File: config.mk
export PLATFORM = sky130hd
export DESIGN_NAME = srs_sequencer
export DESIGN_NICKNAME = d
export VERILOG_FILES = /design/src/common/srs_pkg.sv /design/src/srs_pll_ctl.sv /design/src/srs_sequencer.sv
export SDC_FILE = /design/constraint.sdc
export NUM_CORES = 1
export LEC_CHECK = 0
export ABC_AREA = 0
export BUFFER_PORTS_ARGS = -buffer_cell sky130_fd_sc_hd__buf_2
export CORE_AREA = 8 8 148 150
export CTS_CLUSTER_DIAMETER = 100
export DETAILED_ROUTE_END_ITERATION = 8
export DIE_AREA = 0 0 156 158
export GPL_TIMING_DRIVEN = 1
export MAX_ROUTING_LAYER = met4
export PLACE_DENSITY = 0.8
export SYNTH_ARGS = -nofsm -noshare
export SYNTH_HDL_FRONTEND = slang
export SYNTH_SLANG_ARGS = --single-unit
File: constraint.sdc
create_clock -name mclk -period 2.4 [get_ports mclk]
set_input_delay 0.12 -clock mclk [delete_from_list [all_inputs] [get_ports mclk]]
set_output_delay 0.12 -clock mclk [all_outputs]
set_load 0.03 [all_outputs]
File: src/common/srs_pkg.sv
package srs_pkg;
   // Register map, byte addresses on a 32-bit AXI4-Lite slave
   localparam logic [7:0]  OFF_TX_CFG     = 8'h00;
   localparam logic [7:0]  OFF_CHANNEL_PLL_CFG   = 8'h04;
   localparam logic [7:0]  OFF_QPLLA_CFG  = 8'h08;
   localparam logic [7:0]  OFF_QPLLB_CFG  = 8'h0c;
   localparam logic [7:0]  OFF_STATUS     = 8'h10;
   // Fields of the tx configuration word, and the width of the pll duration fields
   localparam int          TX_PMA_DUR_LSB = 0;
   localparam int          TX_PCS_DUR_LSB = 8;
   localparam int          RX_DUR_LSB     = 16;
   localparam int          TXRX_DUR_W     = 5;
   localparam int          PLL_DUR_W      = 10;
   // Values after reset
   localparam logic [4:0]  TX_PMA_DUR_RST = 5'h04;
   localparam logic [4:0]  TX_PCS_DUR_RST = 5'h04;
   localparam logic [4:0]  RX_DUR_RST     = 5'h04;
   localparam logic [9:0]  PLL_DUR_RST    = 10'h010;
   // Status word bit positions
   localparam int          ST_CHANNEL_PLL_LOCK   = 0;
   localparam int          ST_QPLLA_LOCK  = 1;
   localparam int          ST_QPLLB_LOCK  = 2;
   localparam int          ST_TX_DONE     = 3;
   localparam int          ST_TX_PMA_DONE = 4;
   localparam int          ST_RX_DONE     = 5;
   localparam int          ST_TX_STATE    = 8;
   // One duration tick is 2**DUR_SHIFT clock cycles
   localparam int          DUR_SHIFT      = 2;
   localparam int          CNT_W          = 16;
   // Lock acquisition time after the internal pll reset ends
   localparam int          CLK_PERIOD_NS  = 25;
   localparam int          LOCK_TIME_NS   = 1000;
   localparam logic [15:0] LOCK_CYCLES    = 16'((LOCK_TIME_NS + CLK_PERIOD_NS - 1) / CLK_PERIOD_NS);
   localparam logic [1:0]  RESP_OKAY      = 2'h0;
   localparam logic [1:0]  RESP_SLVERR    = 2'h2;

   typedef enum logic [2:0] {
      TX_IDLE = 3'h0,
      TX_HOLD = 3'h1,
      TX_PMA  = 3'h2,
      TX_WRDY = 3'h3,
      TX_PCS  = 3'h4
   } srs_tx_e;

   typedef enum logic [1:0] {
      RX_IDLE = 2'h0,
      RX_HOLD = 2'h1,
      RX_PMA  = 2'h2,
      RX_PCS  = 2'h3
   } srs_rx_e;

   typedef enum logic [1:0] {
      PLL_HOLD = 2'h0,
      PLL_RST  = 2'h1,
      PLL_ACQ  = 2'h2,
      PLL_LOCK = 2'h3
   } srs_pll_e;
endpackage

File: src/srs_pll_ctl.sv
`timescale 1ns/10ps
module srs_pll_ctl (
   input  wire logic       mclk,
   input  wire logic       rst_b,
   input  wire logic       pll_reset,
   input  wire logic       lock_detect_en,
   input  wire logic [9:0] reset_duration,
   output logic            locked
);
   logic                   rq1_r;
   logic                   rq2_r;
   logic                   en1_r;
   logic                   en2_r;
   srs_pkg::srs_pll_e      st_r;
   logic [15:0]            cnt_r;

   always_ff @(posedge mclk or negedge rst_b) begin
      if (!rst_b) begin
         rq1_r <= 1'b0;
         rq2_r <= 1'b0;
         en1_r <= 1'b0;
         en2_r <= 1'b0;
      end else begin
         rq1_r <= pll_reset;
         rq2_r <= rq1_r;
         en1_r <= lock_detect_en;
         en2_r <= en1_r;
      end
   end

   // Power-up counts as a reset request, so the pll starts unlocked
   always_ff @(posedge mclk or negedge rst_b) begin
      if (!rst_b) begin
         st_r  <= srs_pkg::PLL_HOLD;
         cnt_r <= 16'h0000;
      end else if (rq2_r) begin
         st_r  <= srs_pkg::PLL_HOLD;
         cnt_r <= 16'h0000;
      end else begin
         unique case (st_r)
            srs_pkg::PLL_HOLD: begin
               st_r  <= srs_pkg::PLL_RST;
               cnt_r <= 16'({reset_duration, 2'h0});
            end
            srs_pkg::PLL_RST: begin
               if (cnt_r == 16'h0000) begin
                  st_r  <= srs_pkg::PLL_ACQ;
                  cnt_r <= srs_pkg::LOCK_CYCLES;
               end else begin
                  cnt_r <= cnt_r - 16'h0001;
               end
            end
            srs_pkg::PLL_ACQ: begin
               if (cnt_r == 16'h0000) begin
                  st_r <= srs_pkg::PLL_LOCK;
               end else begin
                  cnt_r <= cnt_r - 16'h0001;
               end
            end
            srs_pkg::PLL_LOCK: begin
               st_r <= srs_pkg::PLL_LOCK;
            end
         endcase
      end
   end

   // Lock is only reported while the detector is enabled
   always_ff @(posedge mclk or negedge rst_b) begin
      if (!rst_b) begin
         locked <= 1'b0;
      end else begin
         locked <= (st_r == srs_pkg::PLL_LOCK) && en2_r && !rq2_r;
      end
   end

   property p_pll_lock_low_in_reset;
      @(posedge mclk) disable iff (!rst_b)
      rq2_r |=> !locked;
   endproperty
   a_pll_lock_low_in_reset: assert property (p_pll_lock_low_in_reset)
      else $error("pll lock shown during reset");

   property p_pll_reset_long;
      @(posedge mclk) disable iff (!rst_b)
      $fell(rq2_r) |-> !locked [*4];
   endproperty
   a_pll_reset_long: assert property (p_pll_reset_long)
      else $error("pll locked too soon after reset pulse");
endmodule

File: src/srs_sequencer.sv
`timescale 1ns/10ps
// Functional notes
// - Pll resets run independently of tx/rx resets and of reset mode.
// - Any reset input high starts the sequencer and holds it in reset.
// - Rx resets support sequential and single mode; tx only sequential.
// - Sequential mode runs all later states, then raises reset-complete.
// - Single mode runs only the requested rx region for its duration.
// - Mode select low gives sequential, high gives single; override low.
// - A pll reset pulse starts a much longer internal reset; lock marks end.
// - Pll lock is active high, asserted only when frequency is in tolerance.
// - Per-pll lock-detect enable switches its lock detection on.
// - Channel pll reset duration is a non-zero 10-bit value.
// - Two quad plls behave like the channel pll with own durations.
// - Tx full reset runs a complete pma then pcs reset sequence.
// - Tx pcs reset does not start until tx user ready is high.
// - Analog reset does pma then pcs; coding reset pcs only; start on release.
// - Tx reset-complete drops on full reset, rises after ready and sequence end.
// - Analog reset-complete drops on full or analog reset, rises after pma.
// - Tx pma and pcs durations are 5-bit, non-zero when used.
module srs_sequencer (
   input  wire logic        mclk,
   input  wire logic        rst_b,
   input  wire logic [7:0]  s_axi_awaddr,
   input  wire logic        s_axi_awvalid,
   output logic             s_axi_awready,
   input  wire logic [31:0] s_axi_wdata,
   input  wire logic [3:0]  s_axi_wstrb,
   input  wire logic        s_axi_wvalid,
   output logic             s_axi_wready,
   output logic [1:0]       s_axi_bresp,
   output logic             s_axi_bvalid,
   input  wire logic        s_axi_bready,
   input  wire logic [7:0]  s_axi_araddr,
   input  wire logic        s_axi_arvalid,
   output logic             s_axi_arready,
   output logic [31:0]      s_axi_rdata,
   output logic [1:0]       s_axi_rresp,
   output logic             s_axi_rvalid,
   input  wire logic        s_axi_rready,
   input  wire logic        channel_pll_reset,
   input  wire logic        channel_pll_lock_detect_en,
   output logic             channel_pll_locked,
   input  wire logic        quad_pll_a_reset,
   input  wire logic        quad_pll_a_lock_detect_en,
   output logic             quad_pll_a_locked,
   input  wire logic        quad_pll_b_reset,
   input  wire logic        quad_pll_b_lock_detect_en,
   output logic             quad_pll_b_locked,
   input  wire logic        reset_sequence_select,
   input  wire logic        reset_override,
   input  wire logic        tx_full_reset,
   input  wire logic        tx_analog_region_reset,
   input  wire logic        tx_coding_region_reset,
   input  wire logic        tx_user_ready,
   output logic             tx_reset_complete,
   output logic             tx_analog_reset_complete,
   input  wire logic        rx_full_reset,
   output logic             rx_reset_complete
);
   logic [6:0]              sy1_r;
   logic [6:0]              sy2_r;
   logic                    full_s;
   logic                    pma_s;
   logic                    pcs_s;
   logic                    rdy_s;
   logic                    rxr_s;
   logic                    single_s;
   logic                    ovrd_s;
   logic                    tx_any_s;
   logic [31:0]             tx_cfg_r;
   logic [9:0]              channel_pll_dur_r;
   logic [9:0]              qa_dur_r;
   logic [9:0]              qb_dur_r;
   logic [31:0]             wmask;
   logic                    wr_go;
   srs_pkg::srs_tx_e        tx_st_r;
   logic                    tx_from_pcs_r;
   logic [15:0]             tx_cnt_r;
   srs_pkg::srs_rx_e        rx_st_r;
   logic                    rx_single_r;
   logic [15:0]             rx_cnt_r;

   // Every reset, mode, override and ready pin passes two flops before any logic reads it; AXI inputs are read directly
   always_ff @(posedge mclk or negedge rst_b) begin
      if (!rst_b) begin
         sy1_r <= 7'h00;
         sy2_r <= 7'h00;
      end else begin
         sy1_r <= {reset_override, reset_sequence_select, rx_full_reset, tx_user_ready,
                   tx_coding_region_reset, tx_analog_region_reset, tx_full_reset};
         sy2_r <= sy1_r;
      end
   end

   assign full_s   = sy2_r[0];
   assign pma_s    = sy2_r[1];
   assign pcs_s    = sy2_r[2];
   assign rdy_s    = sy2_r[3];
   assign rxr_s    = sy2_r[4];
   assign single_s = sy2_r[5];
   assign ovrd_s   = sy2_r[6];
   // Override is reserved; while it is high the sequencers ignore requests
   assign tx_any_s = !ovrd_s && (full_s || pma_s || pcs_s);

   // Pll controls see neither tx/rx resets nor the mode select
   srs_pll_ctl u_channel_pll (
      .mclk           (mclk),
      .rst_b          (rst_b),
      .pll_reset      (channel_pll_reset),
      .lock_detect_en (channel_pll_lock_detect_en),
      .reset_duration (channel_pll_dur_r),
      .locked         (channel_pll_locked)
   );

   srs_pll_ctl u_qplla (
      .mclk           (mclk),
      .rst_b          (rst_b),
      .pll_reset      (quad_pll_a_reset),
      .lock_detect_en (quad_pll_a_lock_detect_en),
      .reset_duration (qa_dur_r),
      .locked         (quad_pll_a_locked)
   );

   srs_pll_ctl u_qpllb (
      .mclk           (mclk),
      .rst_b          (rst_b),
      .pll_reset      (quad_pll_b_reset),
      .lock_detect_en (quad_pll_b_lock_detect_en),
      .reset_duration (qb_dur_r),
      .locked         (quad_pll_b_locked)
   );

   // Write address and data are taken together, one write at a time
   assign wr_go         = s_axi_awvalid && s_axi_wvalid && !s_axi_bvalid;
   assign s_axi_awready = wr_go;
   assign s_axi_wready  = wr_go;
   assign s_axi_arready = !s_axi_rvalid;

   always_comb begin
      for (int i = 0; i < 4; i++) begin
         wmask[i*8 +: 8] = {8{s_axi_wstrb[i]}};
      end
   end

   always_ff @(posedge mclk or negedge rst_b) begin
      if (!rst_b) begin
         tx_cfg_r   <= {11'h000, srs_pkg::RX_DUR_RST, 3'h0, srs_pkg::TX_PCS_DUR_RST,
                        3'h0, srs_pkg::TX_PMA_DUR_RST};
         channel_pll_dur_r <= srs_pkg::PLL_DUR_RST;
         qa_dur_r   <= srs_pkg::PLL_DUR_RST;
         qb_dur_r   <= srs_pkg::PLL_DUR_RST;
      end else if (wr_go) begin
         unique case (s_axi_awaddr)
            srs_pkg::OFF_TX_CFG:    tx_cfg_r   <= ((tx_cfg_r & ~wmask) | (s_axi_wdata & wmask)) & 32'h001f1f1f;
            srs_pkg::OFF_CHANNEL_PLL_CFG:  channel_pll_dur_r <= 10'((32'(channel_pll_dur_r) & ~wmask) | (s_axi_wdata & wmask));
            srs_pkg::OFF_QPLLA_CFG: qa_dur_r   <= 10'((32'(qa_dur_r) & ~wmask) | (s_axi_wdata & wmask));
            srs_pkg::OFF_QPLLB_CFG: qb_dur_r   <= 10'((32'(qb_dur_r) & ~wmask) | (s_axi_wdata & wmask));
            default:                tx_cfg_r   <= tx_cfg_r;
         endcase
      end
   end

   always_ff @(posedge mclk or negedge rst_b) begin
      if (!rst_b) begin
         s_axi_bvalid <= 1'b0;
         s_axi_bresp  <= srs_pkg::RESP_OKAY;
      end else if (wr_go) begin
         s_axi_bvalid <= 1'b1;
         s_axi_bresp  <= (s_axi_awaddr == srs_pkg::OFF_TX_CFG || s_axi_awaddr == srs_pkg::OFF_CHANNEL_PLL_CFG ||
                          s_axi_awaddr == srs_pkg::OFF_QPLLA_CFG || s_axi_awaddr == srs_pkg::OFF_QPLLB_CFG) ?
                         srs_pkg::RESP_OKAY : srs_pkg::RESP_SLVERR;
      end else if (s_axi_bready) begin
         s_axi_bvalid <= 1'b0;
      end
   end

   always_ff @(posedge mclk or negedge rst_b) begin
      if (!rst_b) begin
         s_axi_rvalid <= 1'b0;
         s_axi_rdata  <= 32'h00000000;
         s_axi_rresp  <= srs_pkg::RESP_OKAY;
      end else if (s_axi_arvalid && !s_axi_rvalid) begin
         s_axi_rvalid <= 1'b1;
         s_axi_rresp  <= srs_pkg::RESP_OKAY;
         unique case (s_axi_araddr)
            srs_pkg::OFF_TX_CFG:    s_axi_rdata <= tx_cfg_r;
            srs_pkg::OFF_CHANNEL_PLL_CFG:  s_axi_rdata <= {22'h000000, channel_pll_dur_r};
            srs_pkg::OFF_QPLLA_CFG: s_axi_rdata <= {22'h000000, qa_dur_r};
            srs_pkg::OFF_QPLLB_CFG: s_axi_rdata <= {22'h000000, qb_dur_r};
            srs_pkg::OFF_STATUS: begin
               s_axi_rdata <= {21'h000000, tx_st_r, 2'h0, rx_reset_complete, tx_analog_reset_complete,
                               tx_reset_complete, quad_pll_b_locked, quad_pll_a_locked, channel_pll_locked};
            end
            default: begin
               s_axi_rdata <= 32'h00000000;
               s_axi_rresp <= srs_pkg::RESP_SLVERR;
            end
         endcase
      end else if (s_axi_rready) begin
         s_axi_rvalid <= 1'b0;
      end
   end

   // Tx ignores the mode select: it always runs sequentially
   always_ff @(posedge mclk or negedge rst_b) begin
      if (!rst_b) begin
         tx_st_r       <= srs_pkg::TX_HOLD;
         tx_from_pcs_r <= 1'b0;
         tx_cnt_r      <= 16'h0000;
      end else if (tx_any_s) begin
         tx_st_r       <= srs_pkg::TX_HOLD;
         tx_from_pcs_r <= pcs_s && !full_s && !pma_s;
         tx_cnt_r      <= 16'h0000;
      end else begin
         unique case (tx_st_r)
            srs_pkg::TX_IDLE: tx_st_r <= srs_pkg::TX_IDLE;
            srs_pkg::TX_HOLD: begin
               // Release of the request starts the sequence
               if (tx_from_pcs_r) begin
                  tx_st_r <= srs_pkg::TX_WRDY;
               end else begin
                  tx_st_r  <= srs_pkg::TX_PMA;
                  tx_cnt_r <= 16'({tx_cfg_r[srs_pkg::TX_PMA_DUR_LSB +: srs_pkg::TXRX_DUR_W], 2'h0});
               end
            end
            srs_pkg::TX_PMA: begin
               if (tx_cnt_r == 16'h0000) begin
                  tx_st_r <= srs_pkg::TX_WRDY;
               end else begin
                  tx_cnt_r <= tx_cnt_r - 16'h0001;
               end
            end
            srs_pkg::TX_WRDY: begin
               if (rdy_s) begin
                  tx_st_r  <= srs_pkg::TX_PCS;
                  tx_cnt_r <= 16'({tx_cfg_r[srs_pkg::TX_PCS_DUR_LSB +: srs_pkg::TXRX_DUR_W], 2'h0});
               end
            end
            srs_pkg::TX_PCS: begin
               if (tx_cnt_r == 16'h0000) begin
                  tx_st_r <= srs_pkg::TX_IDLE;
               end else begin
                  tx_cnt_r <= tx_cnt_r - 16'h0001;
               end
            end
            default: tx_st_r <= srs_pkg::TX_HOLD;
         endcase
      end
   end

   // Completion flags are registered so they only move on mclk edges
   always_ff @(posedge mclk or negedge rst_b) begin
      if (!rst_b) begin
         tx_reset_complete        <= 1'b0;
         tx_analog_reset_complete <= 1'b0;
      end else begin
         tx_reset_complete        <= (tx_st_r == srs_pkg::TX_IDLE) && !tx_any_s;
         if (!ovrd_s && (full_s || pma_s)) begin
            tx_analog_reset_complete <= 1'b0;
         end else if (tx_st_r == srs_pkg::TX_PMA && tx_cnt_r == 16'h0000) begin
            tx_analog_reset_complete <= 1'b1;
         end
      end
   end

   // Mode is caught when the rx request is seen; single mode stops after pma
   always_ff @(posedge mclk or negedge rst_b) begin
      if (!rst_b) begin
         rx_st_r     <= srs_pkg::RX_HOLD;
         rx_single_r <= 1'b0;
         rx_cnt_r    <= 16'h0000;
      end else if (rxr_s && !ovrd_s) begin
         rx_st_r     <= srs_pkg::RX_HOLD;
         rx_single_r <= single_s;
         rx_cnt_r    <= 16'h0000;
      end else begin
         unique case (rx_st_r)
            srs_pkg::RX_IDLE: rx_st_r <= srs_pkg::RX_IDLE;
            srs_pkg::RX_HOLD: begin
               rx_st_r  <= srs_pkg::RX_PMA;
               rx_cnt_r <= 16'({tx_cfg_r[srs_pkg::RX_DUR_LSB +: srs_pkg::TXRX_DUR_W], 2'h0});
            end
            srs_pkg::RX_PMA: begin
               if (rx_cnt_r != 16'h0000) begin
                  rx_cnt_r <= rx_cnt_r - 16'h0001;
               end else if (rx_single_r) begin
                  rx_st_r <= srs_pkg::RX_IDLE;
               end else begin
                  rx_st_r  <= srs_pkg::RX_PCS;
                  rx_cnt_r <= 16'({tx_cfg_r[srs_pkg::RX_DUR_LSB +: srs_pkg::TXRX_DUR_W], 2'h0});
               end
            end
            srs_pkg::RX_PCS: begin
               if (rx_cnt_r == 16'h0000) begin
                  rx_st_r <= srs_pkg::RX_IDLE;
               end else begin
                  rx_cnt_r <= rx_cnt_r - 16'h0001;
               end
            end
         endcase
      end
   end

   always_ff @(posedge mclk or negedge rst_b) begin
      if (!rst_b) begin
         rx_reset_complete <= 1'b0;
      end else begin
         rx_reset_complete <= (rx_st_r == srs_pkg::RX_IDLE) && !(rxr_s && !ovrd_s);
      end
   end

   property p_tx_hold;
      @(posedge mclk) disable iff (!rst_b)
      tx_any_s |=> tx_st_r == srs_pkg::TX_HOLD;
   endproperty
   a_tx_hold: assert property (p_tx_hold)
      else $error("tx sequencer left hold while reset high");

   property p_tx_done_low;
      @(posedge mclk) disable iff (!rst_b)
      (full_s && !ovrd_s) |=> !tx_reset_complete;
   endproperty
   a_tx_done_low: assert property (p_tx_done_low)
      else $error("tx reset complete high during full reset");

   property p_tx_wait_ready;
      @(posedge mclk) disable iff (!rst_b)
      (tx_st_r == srs_pkg::TX_WRDY && !rdy_s && !tx_any_s) |=> tx_st_r == srs_pkg::TX_WRDY;
   endproperty
   a_tx_wait_ready: assert property (p_tx_wait_ready)
      else $error("tx pcs reset started without user ready");

   property p_tx_done_after_pcs;
      @(posedge mclk) disable iff (!rst_b)
      $rose(tx_reset_complete) |-> $past(tx_st_r, 2) inside {srs_pkg::TX_PCS, srs_pkg::TX_IDLE};
   endproperty
   a_tx_done_after_pcs: assert property (p_tx_done_after_pcs)
      else $error("tx reset complete rose outside pcs end");

   property p_tx_analog_low;
      @(posedge mclk) disable iff (!rst_b)
      (pma_s && !ovrd_s) |=> !tx_analog_reset_complete ##1 !tx_reset_complete;
   endproperty
   a_tx_analog_low: assert property (p_tx_analog_low)
      else $error("analog complete not low on analog reset");

   property p_tx_pcs_only;
      @(posedge mclk) disable iff (!rst_b)
      (tx_st_r == srs_pkg::TX_HOLD && tx_from_pcs_r && !tx_any_s) |=> tx_st_r == srs_pkg::TX_WRDY;
   endproperty
   a_tx_pcs_only: assert property (p_tx_pcs_only)
      else $error("coding reset entered pma phase");

   property p_rx_single;
      @(posedge mclk) disable iff (!rst_b)
      (rx_st_r == srs_pkg::RX_PMA && rx_cnt_r == 16'h0000 && rx_single_r && !rxr_s)
         |=> rx_st_r == srs_pkg::RX_IDLE ##1 rx_reset_complete;
   endproperty
   a_rx_single: assert property (p_rx_single)
      else $error("rx single mode did not stop after pma");

   property p_bvalid_hold;
      @(posedge mclk) disable iff (!rst_b)
      (s_axi_bvalid && !s_axi_bready) |=> s_axi_bvalid && $stable(s_axi_bresp);
   endproperty
   a_bvalid_hold: assert property (p_bvalid_hold)
      else $error("write response dropped before bready");
endmodule

==> results of run 1 <==
cells in the final DEF (no fill, tap or decap), types with 12 or more instances in the layout:
cell type and count:
ha_1 24, a21oi_1 37, a221o_1 13, nor4_1 22
o21ai_0 57, mux2_2 55, nor3b_1 12, o31ai_1 14
nor2_1 95, inv_1 42, conb_1 16, xnor2_1 17
nor3_1 37, buf_2 86, buf_4 52, nand3_1 31
dfrtp_1 184, dlygate4sd3_1 31, or3_1 16, clkbuf_16 17
nand2_1 89
critical path, stage by stage (launching register included):
cell and delay [ns]:
dfrtp_1 0.39, inv_2 0.10, ha_4 0.13, or4b_4 0.46, or4_4 0.46, o31ai_4 0.20
nand4_1 0.26, o221ai_1 0.26
cell usage after synthesis, types with 9 or more instances:
| library cell | instances | share of area (%) |
|---|---|---|
| dfrtp_1 | 184 | 45 |
| nor2_1 | 95 | 3.5 |
| nand2_1 | 90 | 3.3 |
| o21ai_0 | 57 | 2.8 |
| mux2_2 | 55 | 6.1 |
| inv_1 | 44 | 1.6 |
| nor3_1 | 38 | 1.9 |
| a21oi_1 | 37 | 1.8 |
| clkbuf_1 | 32 | 1.2 |
| nand3_1 | 31 | 1.5 |
| ha_1 | 25 | 3.1 |
| nor4_1 | 22 | 1.4 |
| buf_4 | 18 | 1.3 |
| xnor2_1 | 17 | 1.5 |
| or3_1 | 16 | 0.99 |
| o31ai_1 | 14 | 1.0 |
| a221o_1 | 13 | 1.3 |
| nor3b_1 | 12 | 0.89 |
| a21o_1 | 11 | 0.81 |
| a22oi_1 | 11 | 0.81 |
| and3_1 | 11 | 0.68 |
| a31oi_1 | 9 | 0.56 |
| nand4_1 | 9 | 0.56 |
| o22ai_1 | 9 | 0.56 |
| or4_1 | 9 | 0.67 |
through the flow:
step | cell area [um2] | power (W)
5_1_grt | 12100 | 0.0166
3_3_place_gp | 11100 | 0.0119
3_5_place_dp | 11100 | 0.0121
2_1_floorplan | 10200 | 0.00990
4_1_cts | 12000 | 0.0152
6_report | 12100 | 0.0156
repair_timing:
item,in CTS,in global routing
pin swaps,0,3
endpoints found under the setup margin,7,21
gates resized for setup,3,14
hold endpoints to repair,104,0
hold buffers,31,0
setup buffers,0,1
where the power goes:
part,leakage (nW),internal (W),total (W),switching (W)
Clock,0.294,0.00159,0.00299,0.00139
Combinational,2.89,0.00342,0.00812,0.00469
Sequential,2.52,0.00379,0.00446,0.000670
Total,5.70,0.00881,0.0156,0.00675
layer usage:
metal	wire length, um	GRT usage [%]	vias to the layer above
li1	-	-	4068
met1	11100	27.2	4236
met2	13200	36.1	305
met3	1620	4.86	63
met4	859	9.84	0
met5	0	-	-
path summary, 6_finish.rpt:
kind	endpoint	cells past startpoint	slack [ns]	startpoint
worst min register to register	u_channel_pll.rq2_r	0	0.35	u_channel_pll.rq1_r
min in group asynchronous	u_qpllb.en1_r	2	0.24	rst_b
worst min-delay path	register	2	0.02	s_axi_wdata[2]
max in group asynchronous	u_channel_pll.cnt_r[13]	3	1.37	rst_b
worst max-delay path	rx_cnt_r[4]	7	0.05	rx_cnt_r[0]
worst max register to register	rx_cnt_r[4]	7	0.05	rx_cnt_r[0]
logic make-up after synthesis:
kind of cell	count (synthesis)
AOI/OAI and AO/OA	241
xor gates and xnor gates	24
adders and majority gates	25
buffers and inverters	104
DFF	192
muxes	62
other	1
and+or+nand+nor	383
layout make-up:
class | count | share of cell area (%)
diodes | 5 | 0.103
clock buffers | 17 | 3.51
well taps | 270 | 2.78
inverters | 45 | 1.39
clock inverters | 15 | 1.61
repair buffers | 172 | 9.77
multi-input cells | 751 | 41.2
flip-flops and latches | 192 | 39.7
==> impl_metrics.yaml, run 1 <==
final_layout:
  final_layout_size_suffix_gt1_share_pct: 23.0
  nets: 1276
  core_occupancy_in_the_finished_layout_pct: 61.5
  syn_to_final_growth_pct: 19.7
  multi_input_area_um2: 4990
  fillers: 1541
  finish.cell_count_without_fillers: 1467
  seqCellArea_um2: 4810
setup_path:
  setup.worst_path.start_class: "register"
  cp_data_required_time_ns: 2.76
  endpoint_kind: "register"
  crit_type: "reg2reg"
  cp_data_arrival_time_ns: 2.71
  largest_fanout_on_the_critical_path: 4
sta:
  final_min_period_ns: 2.35
  rsz0062_at_grt: "true"
  worst-slew-pin-transition_ns: 0.704
  slew-limit-headroom_pct: 53.0
  finalSetupViolCount: 0
  timing_hold_violations_final: 0
  postLayoutSetupSlackWorst_ns: 0.0503
  report.final.slew_viol_count: 0
  max_freq_ghz: 0.426
  fin_crit_sh_pct: 97.9
  fin_skew_ns: 0.00795
  fin_setup_tns_ns: 0
  hold_ws_ns: 0.0198
drt:
  vias: 8672
  dr.first_iter.drc_count: 726
  viasPerCell: 5.91
  routed_wl_um: 26700
  detailed_routing_iterations_pass_1: 5
  antenna_left: 0
  drt-wirelength-per-cell_um: 18.2
  drc: 0
job:
  cap_viol_max_count: 0
placed_design:
  place.port_buffers: 87
  hpwlAfterDp_um: 19200
  place_congestion: 0.899
  placed_cells: 1398
  post-place-ws_ns: -0.0284
floorplan:
  floorplan.die.width_um: 156
  die_area_um2: 24600
  fp.dieH_um: 158
  fp.coreArea_um2: 19700
  effective_utilization_at_floorplan_pct: 51.4
  num_rows: 52
  top_level_ports: 119
logic_synthesis:
  synth.mux.area_fraction_pct: 6.80
  post_synth_num_cell_types: 81
  combinational_family_with_the_most_area_after_synthesis: "simple AND/OR/NAND/NOR gates"
  simple_gate_portion_of_the_synthesized_area_pct: 19.2
  post_synth.cell_area_avg_um2: 9.82
  syn-cell-area_um2: 10100
  yosys_most_used_dff: "dfrtp_1"
  async_flop_share_pct: 100
  yosys.area_share.xor_xnor_pct: 2.07
  yosys_warnings: 0
  ys_ff_latch: 192
  seq_area_frac_synth_pct: 47.5
  compound_gate_fraction_of_synth_area_pct: 16.7
  postSynthCellCount: 1032
  synth_edf_count: 0
  post_synth_fa_ha_maj_area_fraction_pct: 3.09
pwr:
  ir_worst_vdd_mv: 0.598
  leakagePower_nw: 5.70
  power_density_nw_per_um2: 1280
clocking:
  cts_tree: "built"
  clk-insertion-delay-late_ns: 0.44
  ctsRootBufferMaster: "clkbuf_16"
  clock_sinks: 192
  cts_buffers: 17
  cts_h_tree_depth: 4
  clk_pin_slew_worst_paths_ns: 0.08
  cts_buffer_depth: 2
grt:
  pin_count_of_the_biggest_net_entering_global_routing: 69
  grt_first_pass_wirelength_um: 42900
  globalRouteOverflowTotal: 0
  grt_pass1_vias: 8433
  global_route.usage.total_pct: 22.5
  grt_antenna_before_repair: 4
hold_path:
  hold_path.class: "in2reg"
status:
  run_status: "complete, no violations"
Note: power is estimated with default switching activity, not from simulation.
==> run 2: changes to the inputs <==
- CORE_AREA: 8 8 148 150 -> 8 8 155 143
- DIE_AREA: 0 0 156 158 -> 0 0 163 151
==> impl_metrics.yaml, run 2 (same netlist as run 1, synthesis figures left out) <==
final_layout:
  final_layout_size_suffix_gt1_share_pct: 23.5
  nets: 1281
  fillers: 1559
  seqCellArea_um2: 4810
  syn_to_final_growth_pct: 19.8
  mostFrequentLayoutCell: "dfrtp_1"
  most_frequent_cells_in_the_layout: "dfrtp_1, nor2_1, nand2_1"
  multi_input_area_um2: 5000
  finish.cell_count_without_fillers: 1452
  antenna-diode-count: 0
drt:
  drt-wirelength-per-cell_um: 18.2
  viasPerCell: 5.97
  routed_wl_um: 26400
  vias: 8666
  drc: 0
  dr.first_iter.drc_count: 630
  antenna_left: 0
  detailed_routing_iterations_pass_1: 5
floorplan:
  die_area_um2: 24600
  fp.dieH_um: 151
  effective_utilization_at_floorplan_pct: 52.0
  fp.coreArea_um2: 19500
  floorplan.die.width_um: 163
  num_rows: 49
  top_level_ports: 119
setup_path:
  largest_fanout_on_the_critical_path: 8
  r2r_end: "rx_cnt_r[4]"
  reg2reg_depth: 7
  cp_data_arrival_time_ns: 2.70
  cp_data_required_time_ns: 2.76
  crit_path_max_incr_delay_ns: 0.51
  crit_path_top_delay_cell: "or4_4"
  cp_num_buf_inv: 1
  rrSetupSlack_ns: 0.05
  r2r-start: "rx_cnt_r[0]"
  worst_path_dominant_cell_family: "simple AND/OR/NAND/NOR gates"
  endpoint_kind: "register"
  crit_type: "reg2reg"
  worstPathCellList: "inv_2 > ha_4 > or4b_4 > or4_4 > o31ai_4 > nand4_1 > o221ai_1"
  setup.worst_path.start_class: "register"
clocking:
  clock_sinks: 192
  clk-insertion-delay-late_ns: 0.44
  cts_tree: "built"
  cts_buffers: 17
  clk_pin_slew_worst_paths_ns: 0.08
  ctsRootBufferMaster: "clkbuf_16"
  cts_h_tree_depth: 4
  cts_buffer_depth: 2
placed_design:
  hpwlAfterDp_um: 18900
  post-place-ws_ns: -0.0874
  place.port_buffers: 87
  placed_cells: 1382
  place_congestion: 0.902
sta:
  fin_skew_ns: 0.00935
  postLayoutSetupSlackWorst_ns: 0.0531
  timing_hold_violations_final: 0
  finalSetupViolCount: 0
  max_freq_ghz: 0.426
  rsz0062_at_grt: "true"
  report.final.slew_viol_count: 0
  fin_crit_sh_pct: 97.8
  slew-limit-headroom_pct: 46.6
  final_min_period_ns: 2.35
  worst-slew-pin-transition_ns: 0.796
hold_path:
  min_delay_worst_endpoint: "s_axi_rdata[7]"
  hp-start: "s_axi_araddr[4]"
  worst_hold_depth: 4
  hold_path.class: "in2reg"
grt:
  pin_count_of_the_biggest_net_entering_global_routing: 78
  globalRouteOverflowTotal: 0
  global_route.usage.total_pct: 22.1
  grt_first_pass_wirelength_um: 42500
  grt_pass1_vias: 8393
  grt_antenna_before_repair: 0
pwr:
  power_density_nw_per_um2: 1290
  leakagePower_nw: 5.74
  ir_worst_vdd_mv: 0.794
status:
  run_status: "complete, no violations"
job:
  cap_viol_max_count: 0
==> run 2: cell types whose count changed in the layout (fill, tap and decap cells not counted), moves of 2 or more <==
cell / previous run / this run
diode_2: 5 / 0
dlygate4sd3_1: 31 / 34
buf_4: 52 / 54
inv_8: 4 / 2
o21ai_2: 0 / 2
==> run 2: metal layers <==
layer,track usage [%],up-vias,wire [um],part of all wire (%)
met3,4.97,41,1610,6.1
met2,34.7,319,12600,48
met5,-,-,0,0
met4,7.33,0,529,2.0
li1,-,4062,-,-
met1,27.9,4244,11600,44
==> run 2: worst register-to-register path: stages, from the launching register on <==
cell and delay, ns:
dfrtp_1 0.40, inv_2 0.09, ha_4 0.14, or4b_4 0.46
or4_4 0.51, o31ai_4 0.22, nand4_1 0.22, o221ai_1 0.23
==> run 2: how the worst max path moves through the flow <==
stage                startpoint                to  slack (ns)  depth (start not counted)
2_1_floorplan  u_qplla.cnt_r[0]  u_qplla.cnt_r[2]        0.05                          6
3_3_place_gp        rx_cnt_r[0]       rx_cnt_r[5]       -0.01                          7
3_5_place_dp        rx_cnt_r[0]       rx_cnt_r[3]       -0.09                          7
4_1_cts             rx_cnt_r[0]       rx_cnt_r[8]        0.01                          7
5_1_grt             rx_cnt_r[0]       rx_cnt_r[4]       -0.02                          7
6_report            rx_cnt_r[0]       rx_cnt_r[4]        0.05                          7
==> run 2: cell type report <==
cell class	instances	area share [%]
repair buffers	177	10.1
flip-flops and latches	192	39.6
well taps	255	2.63
clock buffers	18	3.62
inverters	45	1.39
multi-input cells	751	41.2
clock inverters	14	1.41
==> run 2: what timing repair did <==
item                                   in CTS  in global routing
setup endpoints to repair                  14                 40
setup buffers                               0                  4
hold buffers                               34                  0
endpoints found under the hold margin     119                  0
resized for setup                           1                 20
pin swaps                                   0                  4
==> run 2: per-stage QoR <==
step                      power, W  hold slack (ns)  TNS, ns  cell area (um2)  util (%)
after floorplan            0.00990           -0.176        0            10200         -
after global placement      0.0118            0.194  -0.0852            11100      56.8
after detailed placement    0.0120            0.201   -0.960            11100      56.8
after CTS                   0.0151           0.0665        0            12000      61.7
after global routing        0.0167            0.105  -0.0935            12100      62.3
final                       0.0156           0.0709        0            12100      62.3
==> run 2: power by group <==
part / internal, W / switching, W
Clock: 0.00160 / 0.00135
Combinational: 0.00350 / 0.00478
Sequential: 0.00379 / 0.000623
Total: 0.00889 / 0.00675
